### config.mk
export PLATFORM = sky130hd
export DESIGN_NAME = config_word_and_reset_init
export DESIGN_NICKNAME = d
export VERILOG_FILES = /design/src/cfg_init_pkg.sv /design/src/cfg_word_decode.sv /design/src/config_word_and_reset_init.sv
export SDC_FILE = /design/constraint.sdc
export NUM_CORES = 1
export LEC_CHECK = 0
export BUFFER_PORTS_ARGS = -buffer_cell sky130_fd_sc_hd__buf_2
export CORE_AREA = 2 2 69 137
export DETAILED_ROUTE_END_ITERATION = 7
export DIE_AREA = 0 0 71 139
export PLACE_DENSITY_LB_ADDON = 0.05
export SETUP_SLACK_MARGIN = 0.05
export SKIP_LAST_GASP = 1
export SLEW_MARGIN = 20
export SYNTH_ARGS = -nofsm -noshare
export SYNTH_HDL_FRONTEND = slang
export SYNTH_HIERARCHICAL = 1
export SYNTH_SLANG_ARGS = --single-unit
### constraint.sdc
create_clock -name i_clk -period 3.3 [get_ports i_clk]
set_input_delay 0.33 -clock i_clk [delete_from_list [all_inputs] [get_ports i_clk]]
set_output_delay 0.33 -clock i_clk [all_outputs]
set_load 0.01 [all_outputs]
### src/cfg_init_pkg.sv
// Constants for the configuration word decoder and reset initialiser
package cfg_init_pkg;
    // Configuration word location and protected region
    localparam logic [13:0] CFG_WORD_ADDR = 14'h2007;
    localparam logic [13:0] TEST_REGION_LO = 14'h2000;
    localparam logic [13:0] TEST_REGION_HI = 14'h3FFF;
    localparam logic [13:0] CFG_ERASED = 14'h3FFF;
    // Configuration field positions
    localparam int OSC_LSB = 0;
    localparam int WDT_EN_POS = 2;
    localparam int PWRUP_POS = 3;
    localparam int CP_POS = 4;
    localparam int CFG_USED_BITS = 5;
    // Oscillator selection encodings
    typedef enum logic [1:0]
    {
        LOW_POWER_CRYSTAL_MODE = 2'b00,
        STANDARD_CRYSTAL_MODE = 2'b01,
        HIGH_SPEED_CRYSTAL_MODE = 2'b10,
        RC_MODE = 2'b11
    } osc_mode_t;
    // Reset cause encoding
    typedef enum logic [2:0]
    {
        CAUSE_NONE = 3'b000,
        CAUSE_POWER_ON = 3'b001,
        CAUSE_BROWNOUT = 3'b010,
        CAUSE_MASTER_CLEAR = 3'b011,
        CAUSE_WATCHDOG = 3'b100,
        CAUSE_WAKEUP = 3'b101
    } reset_cause_t;
    // Register values after reset
    localparam logic [7:0] TIMER2_CTRL_RESET = 8'h00;
    localparam logic [7:0] TIMER2_CTRL_MASK = 8'h7F;
    localparam logic [4:0] PC_HIGH_RESET = 5'h00;
    localparam logic [7:0] STATUS_POR_RESET = 8'h18;
    localparam logic [7:0] STATUS_KEEP_LOW_MASK = 8'h07;
    localparam logic [7:0] IRQ_CTRL_KEEP_MASK = 8'h01;
    localparam int IRQ_GIE_POS = 7;
    localparam logic [12:0] IRQ_VECTOR = 13'h0004;
endpackage

### src/cfg_word_decode.sv
// Decoder for the stored configuration word
`timescale 1ns/1ps
module cfg_word_decode
(
    input wire logic [13:0] i_cfg_word,
    output logic [1:0] o_osc_select_field,
    output logic o_watchdog_enable_cfg,
    output logic o_powerup_delay_enable,
    output logic o_code_protect_bit,
    output logic [13:0] o_cfg_readback
);
    // Field extraction, programmed bit reads 0
    // RULE_04: oscillator field decode
    assign o_osc_select_field = i_cfg_word[cfg_init_pkg::OSC_LSB +: 2];
    // RULE_05: watchdog enable bit
    assign o_watchdog_enable_cfg = i_cfg_word[cfg_init_pkg::WDT_EN_POS];
    assign o_powerup_delay_enable = i_cfg_word[cfg_init_pkg::PWRUP_POS];
    assign o_code_protect_bit = i_cfg_word[cfg_init_pkg::CP_POS];
    // RULE_13: unused upper bits read one
    assign o_cfg_readback = {9'h1FF, i_cfg_word[cfg_init_pkg::CFG_USED_BITS-1:0]};
endmodule

### src/config_word_and_reset_init.sv
// Configuration word store, decode and reset initialisation of core registers
// Behaviour
// RULE_01: programmed bits read 0, erased read 1
// RULE_02: configuration word sits at 2007h
// RULE_03: region 2000h-3FFFh only in programming mode
// RULE_04: oscillator field selects RC/HS/XT/LP
// RULE_05: watchdog enable bit 1 on, 0 off
// RULE_06: enabled watchdog unstoppable, own RC clock
// RULE_07: wake-up sets source interrupt flags
// RULE_08: wake with global enable vectors to 0004h
// RULE_09: timer2 control clears on resets, bit7 zero
// RULE_10: status upper three clear, cause bits set
// RULE_11: irq control clears except bit 0
// RULE_12: pc high latch clears on resets
// RULE_13: code protect blocks readout, 13-5 read 1
`timescale 1ns/1ps
module config_word_and_reset_init
(
    input wire logic i_clk,
    input wire logic i_rst,
    // Programmer side
    input wire logic i_prog_mode,
    input wire logic [13:0] i_prog_addr,
    input wire logic i_prog_write,
    input wire logic [13:0] i_prog_wdata,
    input wire logic i_prog_read,
    output logic [13:0] o_prog_rdata,
    output logic o_prog_rvalid,
    output logic o_readout_blocked,
    // Reset and wake-up events, one-cycle pulses
    input wire logic i_power_on_reset,
    input wire logic i_brownout_reset,
    input wire logic i_master_clear_input,
    input wire logic i_watchdog_reset,
    input wire logic i_wakeup,
    input wire logic [7:0] i_wake_irq_flags,
    input wire logic [7:0] i_wake_periph_a_flags,
    input wire logic [7:0] i_wake_periph_b_flags,
    input wire logic [12:0] i_wake_pc,
    input wire logic [1:0] i_cause_bits,
    // Core software writes and watchdog RC tick
    input wire logic i_sw_watchdog_off,
    input wire logic i_core_write,
    input wire logic [7:0] i_core_wdata,
    input wire logic [2:0] i_core_sel,
    input wire logic i_watchdog_rc_tick,
    // Decoded configuration
    output logic [1:0] o_osc_select_field,
    output logic o_watchdog_enable_cfg,
    output logic o_powerup_delay_enable,
    output logic o_code_protect_bit,
    output logic o_watchdog_run,
    output logic o_watchdog_rc_tick,
    // Register states
    output logic [7:0] o_timer2_control_reg,
    output logic [7:0] o_status_reg,
    output logic [7:0] o_irq_control_reg,
    output logic [7:0] o_periph_flag_reg_a,
    output logic [7:0] o_periph_flag_reg_b,
    output logic [4:0] o_pc_high_latch,
    output logic [12:0] o_pc_load,
    output logic o_pc_load_valid,
    output cfg_init_pkg::reset_cause_t o_last_cause
);
    logic [13:0] cfg_word_reg;
    logic [13:0] cfg_readback;
    logic hard_reset;
    logic soft_reset;
    logic in_test_region;
    logic core_wr_t2;
    logic core_wr_st;
    logic core_wr_ic;
    logic core_wr_pa;
    logic core_wr_pb;
    logic core_wr_ph;

    // ----------------------------------------
    // Address and event decode
    // ----------------------------------------
    // RULE_03: region gated by programming mode
    assign in_test_region = i_prog_mode && (i_prog_addr >= cfg_init_pkg::TEST_REGION_LO)
        && (i_prog_addr <= cfg_init_pkg::TEST_REGION_HI);
    assign hard_reset = i_power_on_reset | i_brownout_reset;
    assign soft_reset = i_master_clear_input | i_watchdog_reset;
    assign core_wr_t2 = i_core_write && (i_core_sel == 3'h0);
    assign core_wr_st = i_core_write && (i_core_sel == 3'h1);
    assign core_wr_ic = i_core_write && (i_core_sel == 3'h2);
    assign core_wr_pa = i_core_write && (i_core_sel == 3'h3);
    assign core_wr_pb = i_core_write && (i_core_sel == 3'h4);
    assign core_wr_ph = i_core_write && (i_core_sel == 3'h5);

    // ----------------------------------------
    // Configuration word storage
    // ----------------------------------------
    // RULE_01: erased word is all ones
    always_ff @(posedge i_clk or posedge i_rst)
    begin
        if (i_rst)
            cfg_word_reg <= cfg_init_pkg::CFG_ERASED;
        // RULE_02: word written only at 2007h
        else if (in_test_region && i_prog_write && (i_prog_addr == cfg_init_pkg::CFG_WORD_ADDR))
            cfg_word_reg <= i_prog_wdata;
    end

    cfg_word_decode u_decode
    (
        .i_cfg_word(cfg_word_reg),
        .o_osc_select_field(o_osc_select_field),
        .o_watchdog_enable_cfg(o_watchdog_enable_cfg),
        .o_powerup_delay_enable(o_powerup_delay_enable),
        .o_code_protect_bit(o_code_protect_bit),
        .o_cfg_readback(cfg_readback)
    );

    // Programmer readback
    always_ff @(posedge i_clk or posedge i_rst)
    begin
        if (i_rst)
        begin
            o_prog_rdata <= 14'h0000;
            o_prog_rvalid <= 1'b0;
            o_readout_blocked <= 1'b0;
        end
        else
        begin
            o_prog_rvalid <= i_prog_read && i_prog_mode;
            o_readout_blocked <= 1'b0;
            if (i_prog_read && in_test_region && (i_prog_addr == cfg_init_pkg::CFG_WORD_ADDR))
                o_prog_rdata <= cfg_readback;
            // RULE_13: protected program memory reads zero
            else if (i_prog_read && i_prog_mode && !in_test_region && !o_code_protect_bit)
            begin
                o_prog_rdata <= 14'h0000;
                o_readout_blocked <= 1'b1;
            end
            else if (i_prog_read)
                o_prog_rdata <= 14'h0000;
        end
    end

    // ----------------------------------------
    // Watchdog enable
    // ----------------------------------------
    // RULE_06: software off ignored when enabled
    assign o_watchdog_run = o_watchdog_enable_cfg | (1'b0 & i_sw_watchdog_off);
    assign o_watchdog_rc_tick = o_watchdog_run & i_watchdog_rc_tick;

    // ----------------------------------------
    // Timer2 control and pc high latch
    // ----------------------------------------
    // RULE_09: cleared on every reset, kept on wake
    always_ff @(posedge i_clk or posedge i_rst)
    begin
        if (i_rst)
            o_timer2_control_reg <= cfg_init_pkg::TIMER2_CTRL_RESET;
        else if (hard_reset || soft_reset)
            o_timer2_control_reg <= cfg_init_pkg::TIMER2_CTRL_RESET;
        else if (core_wr_t2)
            o_timer2_control_reg <= i_core_wdata & cfg_init_pkg::TIMER2_CTRL_MASK;
    end

    // RULE_12: latch cleared on every reset
    always_ff @(posedge i_clk or posedge i_rst)
    begin
        if (i_rst)
            o_pc_high_latch <= cfg_init_pkg::PC_HIGH_RESET;
        else if (hard_reset || soft_reset)
            o_pc_high_latch <= cfg_init_pkg::PC_HIGH_RESET;
        else if (core_wr_ph)
            o_pc_high_latch <= i_core_wdata[4:0];
    end

    // ----------------------------------------
    // Status register
    // ----------------------------------------
    // RULE_10: upper clear, cause bits, low kept
    always_ff @(posedge i_clk or posedge i_rst)
    begin
        if (i_rst)
            o_status_reg <= cfg_init_pkg::STATUS_POR_RESET;
        else if (hard_reset)
            o_status_reg <= {cfg_init_pkg::STATUS_POR_RESET[7:3], o_status_reg[2:0]};
        else if (soft_reset)
            o_status_reg <= {3'h0, i_cause_bits,
                o_status_reg[2:0] & cfg_init_pkg::STATUS_KEEP_LOW_MASK[2:0]};
        else if (i_wakeup)
            o_status_reg <= {o_status_reg[7:5], i_cause_bits, o_status_reg[2:0]};
        else if (core_wr_st)
            o_status_reg <= i_core_wdata;
    end

    // ----------------------------------------
    // Interrupt control and flag registers
    // ----------------------------------------
    // RULE_11: clear all but bit 0
    always_ff @(posedge i_clk or posedge i_rst)
    begin
        if (i_rst)
            o_irq_control_reg <= 8'h00;
        else if (hard_reset || soft_reset)
            o_irq_control_reg <= o_irq_control_reg & cfg_init_pkg::IRQ_CTRL_KEEP_MASK;
        // RULE_07: wake source flags set
        else if (i_wakeup)
            o_irq_control_reg <= o_irq_control_reg | i_wake_irq_flags;
        else if (core_wr_ic)
            o_irq_control_reg <= i_core_wdata;
    end

    // RULE_07: peripheral wake flags, set beats write
    always_ff @(posedge i_clk or posedge i_rst)
    begin
        if (i_rst)
        begin
            o_periph_flag_reg_a <= 8'h00;
            o_periph_flag_reg_b <= 8'h00;
        end
        else if (hard_reset || soft_reset)
        begin
            o_periph_flag_reg_a <= 8'h00;
            o_periph_flag_reg_b <= 8'h00;
        end
        else
        begin
            if (core_wr_pa)
                o_periph_flag_reg_a <= i_core_wdata | (i_wakeup ? i_wake_periph_a_flags : 8'h00);
            else if (i_wakeup)
                o_periph_flag_reg_a <= o_periph_flag_reg_a | i_wake_periph_a_flags;
            if (core_wr_pb)
                o_periph_flag_reg_b <= i_core_wdata | (i_wakeup ? i_wake_periph_b_flags : 8'h00);
            else if (i_wakeup)
                o_periph_flag_reg_b <= o_periph_flag_reg_b | i_wake_periph_b_flags;
        end
    end

    // ----------------------------------------
    // Program counter load and cause record
    // ----------------------------------------
    // RULE_08: 0004h vector when enabled and flagged, else PC+1
    always_ff @(posedge i_clk or posedge i_rst)
    begin
        if (i_rst)
        begin
            o_pc_load <= 13'h0000;
            o_pc_load_valid <= 1'b0;
        end
        else if (hard_reset || soft_reset)
        begin
            o_pc_load <= 13'h0000;
            o_pc_load_valid <= 1'b1;
        end
        else if (i_wakeup)
        begin
            o_pc_load <= (o_irq_control_reg[cfg_init_pkg::IRQ_GIE_POS] && (|i_wake_irq_flags))
                ? cfg_init_pkg::IRQ_VECTOR : i_wake_pc + 13'h0001;
            o_pc_load_valid <= 1'b1;
        end
        else
            o_pc_load_valid <= 1'b0;
    end

    // Most recent reset or wake cause
    always_ff @(posedge i_clk or posedge i_rst)
    begin
        if (i_rst)
            o_last_cause <= cfg_init_pkg::CAUSE_NONE;
        else if (i_power_on_reset)
            o_last_cause <= cfg_init_pkg::CAUSE_POWER_ON;
        else if (i_brownout_reset)
            o_last_cause <= cfg_init_pkg::CAUSE_BROWNOUT;
        else if (i_master_clear_input)
            o_last_cause <= cfg_init_pkg::CAUSE_MASTER_CLEAR;
        else if (i_watchdog_reset)
            o_last_cause <= cfg_init_pkg::CAUSE_WATCHDOG;
        else if (i_wakeup)
            o_last_cause <= cfg_init_pkg::CAUSE_WAKEUP;
    end
endmodule

==> flow_results.xml, run 1 <==
<?xml version="1.0" encoding="UTF-8"?>
<metrics>
  <group name="critical_path">
    <metric name="timing.critical_path.to_type" unit="">register</metric>
    <metric name="cp-start-kind" unit="">input port</metric>
    <metric name="crit_path_max_fanout" unit="">38</metric>
    <metric name="worst-endpoint-arrival" unit="ps">1940</metric>
    <metric name="critical_path_class" unit="">in2reg</metric>
    <metric name="r2r_cell_count" unit="">3</metric>
    <metric name="cp.required" unit="ps">3570</metric>
  </group>
  <group name="cells_and_area">
    <metric name="num-nets-final" unit="">627</metric>
    <metric name="post_route_cells_drive_above_1_share" unit="">0.398</metric>
    <metric name="fill_cell_instance_count_of_the_final_layout" unit="">821</metric>
    <metric name="register_area" unit="µm²">2060</metric>
    <metric name="multi_input_area" unit="µm²">1600</metric>
    <metric name="flow.area_growth_from_synthesis" unit="%">27.7</metric>
    <metric name="largest_register_ffs" unit="">14</metric>
    <metric name="largest_registers" unit="">o_prog_rdata x14, o_pc_load x13</metric>
    <metric name="num_antenna_cells" unit="">0</metric>
    <metric name="largest_register_by_flop_count" unit="">o_prog_rdata</metric>
  </group>
  <group name="timing">
    <metric name="relSlewSlack" unit="">0.515</metric>
    <metric name="max_freq" unit="GHz">0.596</metric>
    <metric name="final.setup_skew" unit="ps">4.29</metric>
    <metric name="slew_violations" unit="">0</metric>
    <metric name="setup_ws" unit="ps">1620</metric>
    <metric name="finalCriticalPeriod" unit="ps">1680</metric>
    <metric name="final.period_utilization" unit="">0.508</metric>
    <metric name="setup-tns-final" unit="ps">0</metric>
    <metric name="finalSetupViolations" unit="">0</metric>
    <metric name="timing_hold_violations_final" unit="">0</metric>
    <metric name="grt_setup_unrepaired" unit="">no</metric>
    <metric name="worst_slew_pin_slew" unit="ps">723</metric>
  </group>
  <group name="grt">
    <metric name="grt-ovfl-total" unit="">0</metric>
    <metric name="grt_first_pass_wirelength" unit="mm">16.8</metric>
    <metric name="grt_antenna_before_repair" unit="">0</metric>
    <metric name="grt_start_max_net_pins" unit="">39</metric>
    <metric name="vias_in_the_first_global_route" unit="">3374</metric>
    <metric name="grt_usage" unit="">0.218</metric>
  </group>
  <group name="routing">
    <metric name="routed-wl-met3" unit="µm">596</metric>
    <metric name="routed_wire_length_per_instance" unit="µm">16.3</metric>
    <metric name="detail_route.iter0.violations" unit="">179</metric>
    <metric name="ant_nets" unit="">0</metric>
    <metric name="routed_wl" unit="mm">10.4</metric>
    <metric name="met2_length" unit="mm">5.85</metric>
    <metric name="top_layer_used" unit="">met4</metric>
    <metric name="drt_pre_antenna_iters" unit="">5</metric>
    <metric name="drc" unit="">0</metric>
    <metric name="wl_met1" unit="mm">3.79</metric>
    <metric name="detail_route.vias_per_cell" unit="">5.28</metric>
    <metric name="via_count" unit="">3387</metric>
  </group>
  <group name="yosys">
    <metric name="synthesis.yosys.warnings" unit="">6</metric>
    <metric name="synthCells" unit="">388</metric>
    <metric name="synthesis.area" unit="µm²">3910</metric>
    <metric name="synth_area_per_cell" unit="µm²">10.1</metric>
  </group>
  <group name="clock_network">
    <metric name="h_tree_level_count" unit="">3</metric>
    <metric name="tritoncts" unit="">built</metric>
    <metric name="clock_insertion_delay_worst_skew" unit="ps">340</metric>
    <metric name="cts_hold_buffers" unit="">0</metric>
    <metric name="post-cts-setup-buffer-count" unit="">0</metric>
    <metric name="cts_repair_resize_count" unit="">0</metric>
    <metric name="root_buffer" unit="">sky130_fd_sc_hd__clkbuf_16</metric>
    <metric name="cts-root-to-sink-buffers" unit="">2</metric>
    <metric name="numCtsBuffers" unit="">9</metric>
    <metric name="clock_transition_time_at_the_flip_flop_clock_pins_of_the_worst_setup_and_hold_paths" unit="ps">60</metric>
    <metric name="cts.sinks" unit="">82</metric>
  </group>
  <group name="power">
    <metric name="internal_power" unit="mW">1.83</metric>
    <metric name="share_clk_of_total_power" unit="">0.483</metric>
    <metric name="peakVddDrop" unit="V">0.000319</metric>
    <metric name="combPwrFrac" unit="">0.083</metric>
    <metric name="power_frac_seq" unit="">0.433</metric>
    <metric name="power_per_cell_area" unit="nW/µm²">473</metric>
    <metric name="total_leakage_power" unit="nW">2.53</metric>
    <metric name="p_sw" unit="mW">0.531</metric>
    <metric name="report.power.total" unit="mW">2.36</metric>
    <metric name="power_switching_share" unit="">0.225</metric>
  </group>
  <group name="outcome">
    <metric name="status" unit="">finished clean</metric>
  </group>
  <group name="placed_design">
    <metric name="gpl_wtd_cong" unit="">0.835</metric>
    <metric name="io_buffer_count" unit="">164</metric>
    <metric name="detailedPlace.worstSlack" unit="ps">1210</metric>
    <metric name="dp_hpwl" unit="mm">7.99</metric>
  </group>
  <group name="floorplan">
    <metric name="placeableCoreArea" unit="µm²">8890</metric>
    <metric name="floorplan.rows" unit="">49</metric>
    <metric name="boundaryPins" unit="">176</metric>
    <metric name="start_util" unit="">0.440</metric>
    <metric name="design.die.area" unit="µm²">9870</metric>
    <metric name="die_height" unit="µm">139</metric>
    <metric name="floorplan.die.width" unit="µm">71</metric>
  </group>
  <group name="min_path">
    <metric name="holdCritPathClass" unit="">in2async</metric>
  </group>
  <group name="run">
    <metric name="maxCapViolCount" unit="">0</metric>
  </group>
</metrics>
area by class of cell:
cell class / instances / share of cell area
repair buffers: 168 / 0.170
well taps: 102 / 0.0255
clock buffers: 11 / 0.0466
inverters: 6 / 0.00476
multi-input cells: 268 / 0.320
clock inverters: 5 / 0.0205
flip-flops and latches: 82 / 0.412
path summary, 6_finish.rpt:
| path | from | to | slack [ps] |
|---|---|---|---|
| hold reg to reg | o_pc_load[10] | o_pc_load[10] | 470 |
| setup reg to reg | o_irq_control_reg[7] | o_pc_load[10] | 2210 |
| hold / removal | i_rst | o_irq_control_reg[5] | 30 |
| setup / recovery | i_wakeup | o_status_reg[4] | 1620 |
| min in group i_clk | i_prog_addr[13] | o_readout_blocked | 160 |
| max in group asynchronous | i_rst | cfg_word_reg[2] | 2470 |
power by group through the flow:
stage	clock network [mW]	logic [mW]	registers (mW)
2_1_floorplan	0	0.0960	1.05
3_3_place_gp	0	0.197	1.04
3_5_place_dp	0	0.200	1.04
4_1_cts	1.16	0.200	1.02
5_1_grt	1.20	0.220	1.03
6_report	1.14	0.197	1.03
per-stage QoR:
| stage | utilization | cell area, µm² | std cells | hold WS, ps |
|---|---|---|---|---|
| finish | 0.562 | 5000 | 642 | 30.6 |
| global route | 0.562 | 5000 | 642 | 81.0 |
| CTS | 0.562 | 5000 | 642 | 50.1 |
| detailed placement | 0.524 | 4660 | 626 | 414 |
| global placement | 0.524 | 4660 | 626 | 414 |
| floorplan | - | 3940 | 396 | 402 |
worst max-delay path, cell delays in order:
cell and delay (ps):
sky130_fd_sc_hd__buf_2 330, sky130_fd_sc_hd__nor2_1 180, sky130_fd_sc_hd__and2_0 600, sky130_fd_sc_hd__inv_1 170, sky130_fd_sc_hd__a211oi_1 250, sky130_fd_sc_hd__nor3_1 70
layer usage:
layer,vias up,track usage
met4,0,0.0695
met1,1632,0.235
met2,123,0.404
li1,1616,-
met5,-,0
met3,16,0.0560
cells in the final DEF (no fill, tap or decap), types with 2 or more instances in the layout:
cell / instances
sky130_fd_sc_hd__nand3_1: 14
sky130_fd_sc_hd__nand2b_1: 2
sky130_fd_sc_hd__a21oi_1: 24
sky130_fd_sc_hd__o21ai_1: 9
sky130_fd_sc_hd__dfstp_2: 7
sky130_fd_sc_hd__nand4_1: 4
sky130_fd_sc_hd__xnor2_1: 8
sky130_fd_sc_hd__or4_4: 2
sky130_fd_sc_hd__nand2_1: 74
sky130_fd_sc_hd__nor3_1: 11
sky130_fd_sc_hd__buf_2: 164
sky130_fd_sc_hd__and3_1: 2
sky130_fd_sc_hd__a31oi_1: 9
sky130_fd_sc_hd__clkbuf_16: 9
sky130_fd_sc_hd__clkbuf_1: 2
sky130_fd_sc_hd__nor2b_1: 5
sky130_fd_sc_hd__a22o_1: 14
sky130_fd_sc_hd__mux2i_1: 8
sky130_fd_sc_hd__o21ai_2: 2
sky130_fd_sc_hd__clkinv_2: 2
sky130_fd_sc_hd__inv_1: 5
sky130_fd_sc_hd__dfrtp_1: 75
sky130_fd_sc_hd__or3_1: 2
sky130_fd_sc_hd__o21ai_0: 4
sky130_fd_sc_hd__bufinv_16: 3
sky130_fd_sc_hd__nor2_1: 20
sky130_fd_sc_hd__a211oi_1: 10
sky130_fd_sc_hd__buf_4: 4
sky130_fd_sc_hd__conb_1: 10
sky130_fd_sc_hd__mux2_2: 11
sky130_fd_sc_hd__o221a_2: 3
sky130_fd_sc_hd__xor2_1: 3
Note: power is estimated with default switching activity, not from simulation.
==> inputs of run 2 (changes only) <==
Clock period 3.3 ns to 1.6 ns, I/O delays scaled along.
==> run 2 against run 1 <==
Effect of this change:
- sequential cell count unchanged
- count of clock-buffer cells in the layout increased by 1
- sequential share of layout area decreased by 1.3 points
- first-iteration DRC count decreased by 11%
- total power increased by 100%
- sequential power increased by 100%
- final cell count increased by 2.5%
- global-route usage increased by 0.95 points
- critical path depth decreased by 1
- combinational power increased by 120%
- register-to-register slack got worse by 1700 ps
- critical path type unchanged
==> flow_results.xml, run 2 (same netlist as run 1, synthesis figures left out) <==
<?xml version="1.0" encoding="UTF-8"?>
<metrics>
  <group name="critical_path">
    <metric name="critical_path_class" unit="">in2reg</metric>
    <metric name="r2r_cell_count" unit="">3</metric>
    <metric name="worst-endpoint-arrival" unit="ps">1710</metric>
    <metric name="cp-start-kind" unit="">input port</metric>
    <metric name="crit_path_max_fanout" unit="">5</metric>
    <metric name="timing.critical_path.to_type" unit="">register</metric>
    <metric name="cp.required" unit="ps">1860</metric>
  </group>
  <group name="placed_design">
    <metric name="place.detailed.instances" unit="">641</metric>
    <metric name="detailedPlace.worstSlack" unit="ps">11.6</metric>
    <metric name="dp_hpwl" unit="mm">8.23</metric>
    <metric name="io_buffer_count" unit="">164</metric>
    <metric name="dpl-instance-area" unit="µm²">4790</metric>
    <metric name="gpl_wtd_cong" unit="">0.812</metric>
  </group>
  <group name="clock_network">
    <metric name="cts.sinks" unit="">82</metric>
    <metric name="tritoncts" unit="">built</metric>
    <metric name="clock_insertion_delay_worst_skew" unit="ps">340</metric>
    <metric name="cts-root-to-sink-buffers" unit="">2</metric>
    <metric name="root_buffer" unit="">sky130_fd_sc_hd__clkbuf_16</metric>
    <metric name="numCtsBuffers" unit="">9</metric>
    <metric name="post-cts-setup-buffer-count" unit="">0</metric>
    <metric name="h_tree_level_count" unit="">3</metric>
    <metric name="clock_transition_time_at_the_flip_flop_clock_pins_of_the_worst_setup_and_hold_paths" unit="ps">60</metric>
  </group>
  <group name="grt">
    <metric name="busiest_layer" unit="">met2</metric>
    <metric name="grt_usage" unit="">0.227</metric>
    <metric name="global_route.usage.met3" unit="">0.0523</metric>
    <metric name="vias_in_the_first_global_route" unit="">3515</metric>
    <metric name="grt-ovfl-total" unit="">0</metric>
    <metric name="met1_usage" unit="">0.244</metric>
    <metric name="grt_first_pass_wirelength" unit="mm">17.5</metric>
    <metric name="grt_antenna_before_repair" unit="">0</metric>
    <metric name="grtUsageMet2" unit="">0.423</metric>
    <metric name="grt_start_max_net_pins" unit="">83</metric>
  </group>
  <group name="routing">
    <metric name="drc" unit="">0</metric>
    <metric name="via_count" unit="">3412</metric>
    <metric name="routed_wire_length_per_instance" unit="µm">16.5</metric>
    <metric name="ant_nets" unit="">0</metric>
    <metric name="detail_route.iter0.violations" unit="">159</metric>
    <metric name="drt_pre_antenna_iters" unit="">5</metric>
    <metric name="routed_wl" unit="mm">10.9</metric>
    <metric name="detail_route.vias_per_cell" unit="">5.19</metric>
  </group>
  <group name="cells_and_area">
    <metric name="largest_register_by_flop_count" unit="">o_prog_rdata</metric>
    <metric name="final_design_area_no_fill" unit="µm²">5150</metric>
    <metric name="largest_registers" unit="">o_prog_rdata x14, o_pc_load x13</metric>
    <metric name="flow.area_growth_from_synthesis" unit="%">31.6</metric>
    <metric name="multi_input_area" unit="µm²">1630</metric>
    <metric name="final_cell_mix" unit="">163 x sky130_fd_sc_hd__buf_2, 75 x sky130_fd_sc_hd__dfrtp_1, 74 x sky130_fd_sc_hd__nand2_1, 24 x sky130_fd_sc_hd__a21oi_1, 20 x sky130_fd_sc_hd__nor2_1</metric>
    <metric name="num_antenna_cells" unit="">0</metric>
    <metric name="stdcell_count" unit="">658</metric>
    <metric name="commonest_non_fill_non_tap_cell_in_the_layout" unit="">sky130_fd_sc_hd__buf_2</metric>
    <metric name="fill_cell_instance_count_of_the_final_layout" unit="">844</metric>
    <metric name="num-nets-final" unit="">643</metric>
    <metric name="largest_register_ffs" unit="">14</metric>
    <metric name="register_area" unit="µm²">2060</metric>
    <metric name="post_route_cells_drive_above_1_share" unit="">0.412</metric>
  </group>
  <group name="power">
    <metric name="peakVddDrop" unit="V">0.000621</metric>
    <metric name="report.power.total" unit="mW">4.78</metric>
    <metric name="total_leakage_power" unit="nW">2.61</metric>
    <metric name="power_per_cell_area" unit="nW/µm²">928</metric>
  </group>
  <group name="timing">
    <metric name="final.period_utilization" unit="">0.907</metric>
    <metric name="final.setup_skew" unit="ps">6.37</metric>
    <metric name="timing_hold_violations_final" unit="">0</metric>
    <metric name="grt_setup_unrepaired" unit="">no</metric>
    <metric name="slew_violations" unit="">0</metric>
    <metric name="finalSetupViolations" unit="">0</metric>
    <metric name="max_freq" unit="GHz">0.689</metric>
    <metric name="setup-tns-final" unit="ps">0</metric>
    <metric name="finalCriticalPeriod" unit="ps">1450</metric>
    <metric name="setup_ws" unit="ps">149</metric>
  </group>
  <group name="floorplan">
    <metric name="placeableCoreArea" unit="µm²">8890</metric>
    <metric name="boundaryPins" unit="">176</metric>
    <metric name="design.die.area" unit="µm²">9870</metric>
    <metric name="floorplan.rows" unit="">49</metric>
    <metric name="die_height" unit="µm">139</metric>
    <metric name="start_util" unit="">0.440</metric>
    <metric name="floorplan.die.width" unit="µm">71</metric>
  </group>
  <group name="run">
    <metric name="maxCapViolCount" unit="">0</metric>
  </group>
  <group name="min_path">
    <metric name="whs_path_depth" unit="">2</metric>
    <metric name="holdCritPathClass" unit="">in2reg</metric>
  </group>
  <group name="outcome">
    <metric name="status" unit="">finished clean</metric>
  </group>
</metrics>
[run 2: through the flow]
stage | util | hold slack [ps]
after floorplan | - | 232
after global placement | 0.539 | 313
after detailed placement | 0.539 | 324
after CTS | 0.577 | 18.2
after global routing | 0.580 | 20.1
final | 0.580 | 26.3
[run 2: timing repair]
item / 4_1_cts / 5_1_grt
hold buffers: 2 / 0
resized for setup: 0 / 6
setup endpoints to repair: 0 / 5
endpoints found under the hold margin: 76 / 0
[run 2: cell type report]
class / count / area share
clock buffer: 12 / 0.0478
sequential: 82 / 0.400
inverter: 6 / 0.00510
multi-input combinational: 268 / 0.315
tap: 102 / 0.0248
clock inverter: 4 / 0.0146
timing repair buffer: 184 / 0.192
[run 2: routing by layer]
metal / vias up / part of all wire
met2: 114 / 0.57
met1: 1643 / 0.36
met4: 0 / 0.012
li1: 1647 / -
met3: 8 / 0.056
met5: - / 0
[run 2: final timing paths]
path | startpoint | to | slack (ps)
hold / removal | i_wake_pc[0] | o_pc_load[0] | 30
setup reg to reg | o_irq_control_reg[7] | o_pc_load[11] | 560
min in group asynchronous | i_rst | o_timer2_control_reg[1] | 490
setup / recovery | i_prog_addr[13] | cfg_word_reg[4] | 150
hold reg to reg | o_pc_load[9] | o_pc_load[9] | 470
max in group asynchronous | i_rst | cfg_word_reg[0] | 730
[run 2: report_power, final]
| part | switching [mW] | total [mW] | internal [mW] |
|---|---|---|---|
| Clock | 0.814 | 2.22 | 1.41 |
| Combinational | 0.259 | 0.441 | 0.182 |
| Sequential | 0.0134 | 2.11 | 2.10 |
[run 2: worst max-delay path: stages]
cell                            delay (ps)
sky130_fd_sc_hd__dlygate4sd3_1         560
sky130_fd_sc_hd__nor4b_4               200
sky130_fd_sc_hd__nand4_1               200
sky130_fd_sc_hd__nor2_4                260
sky130_fd_sc_hd__mux2_4                330
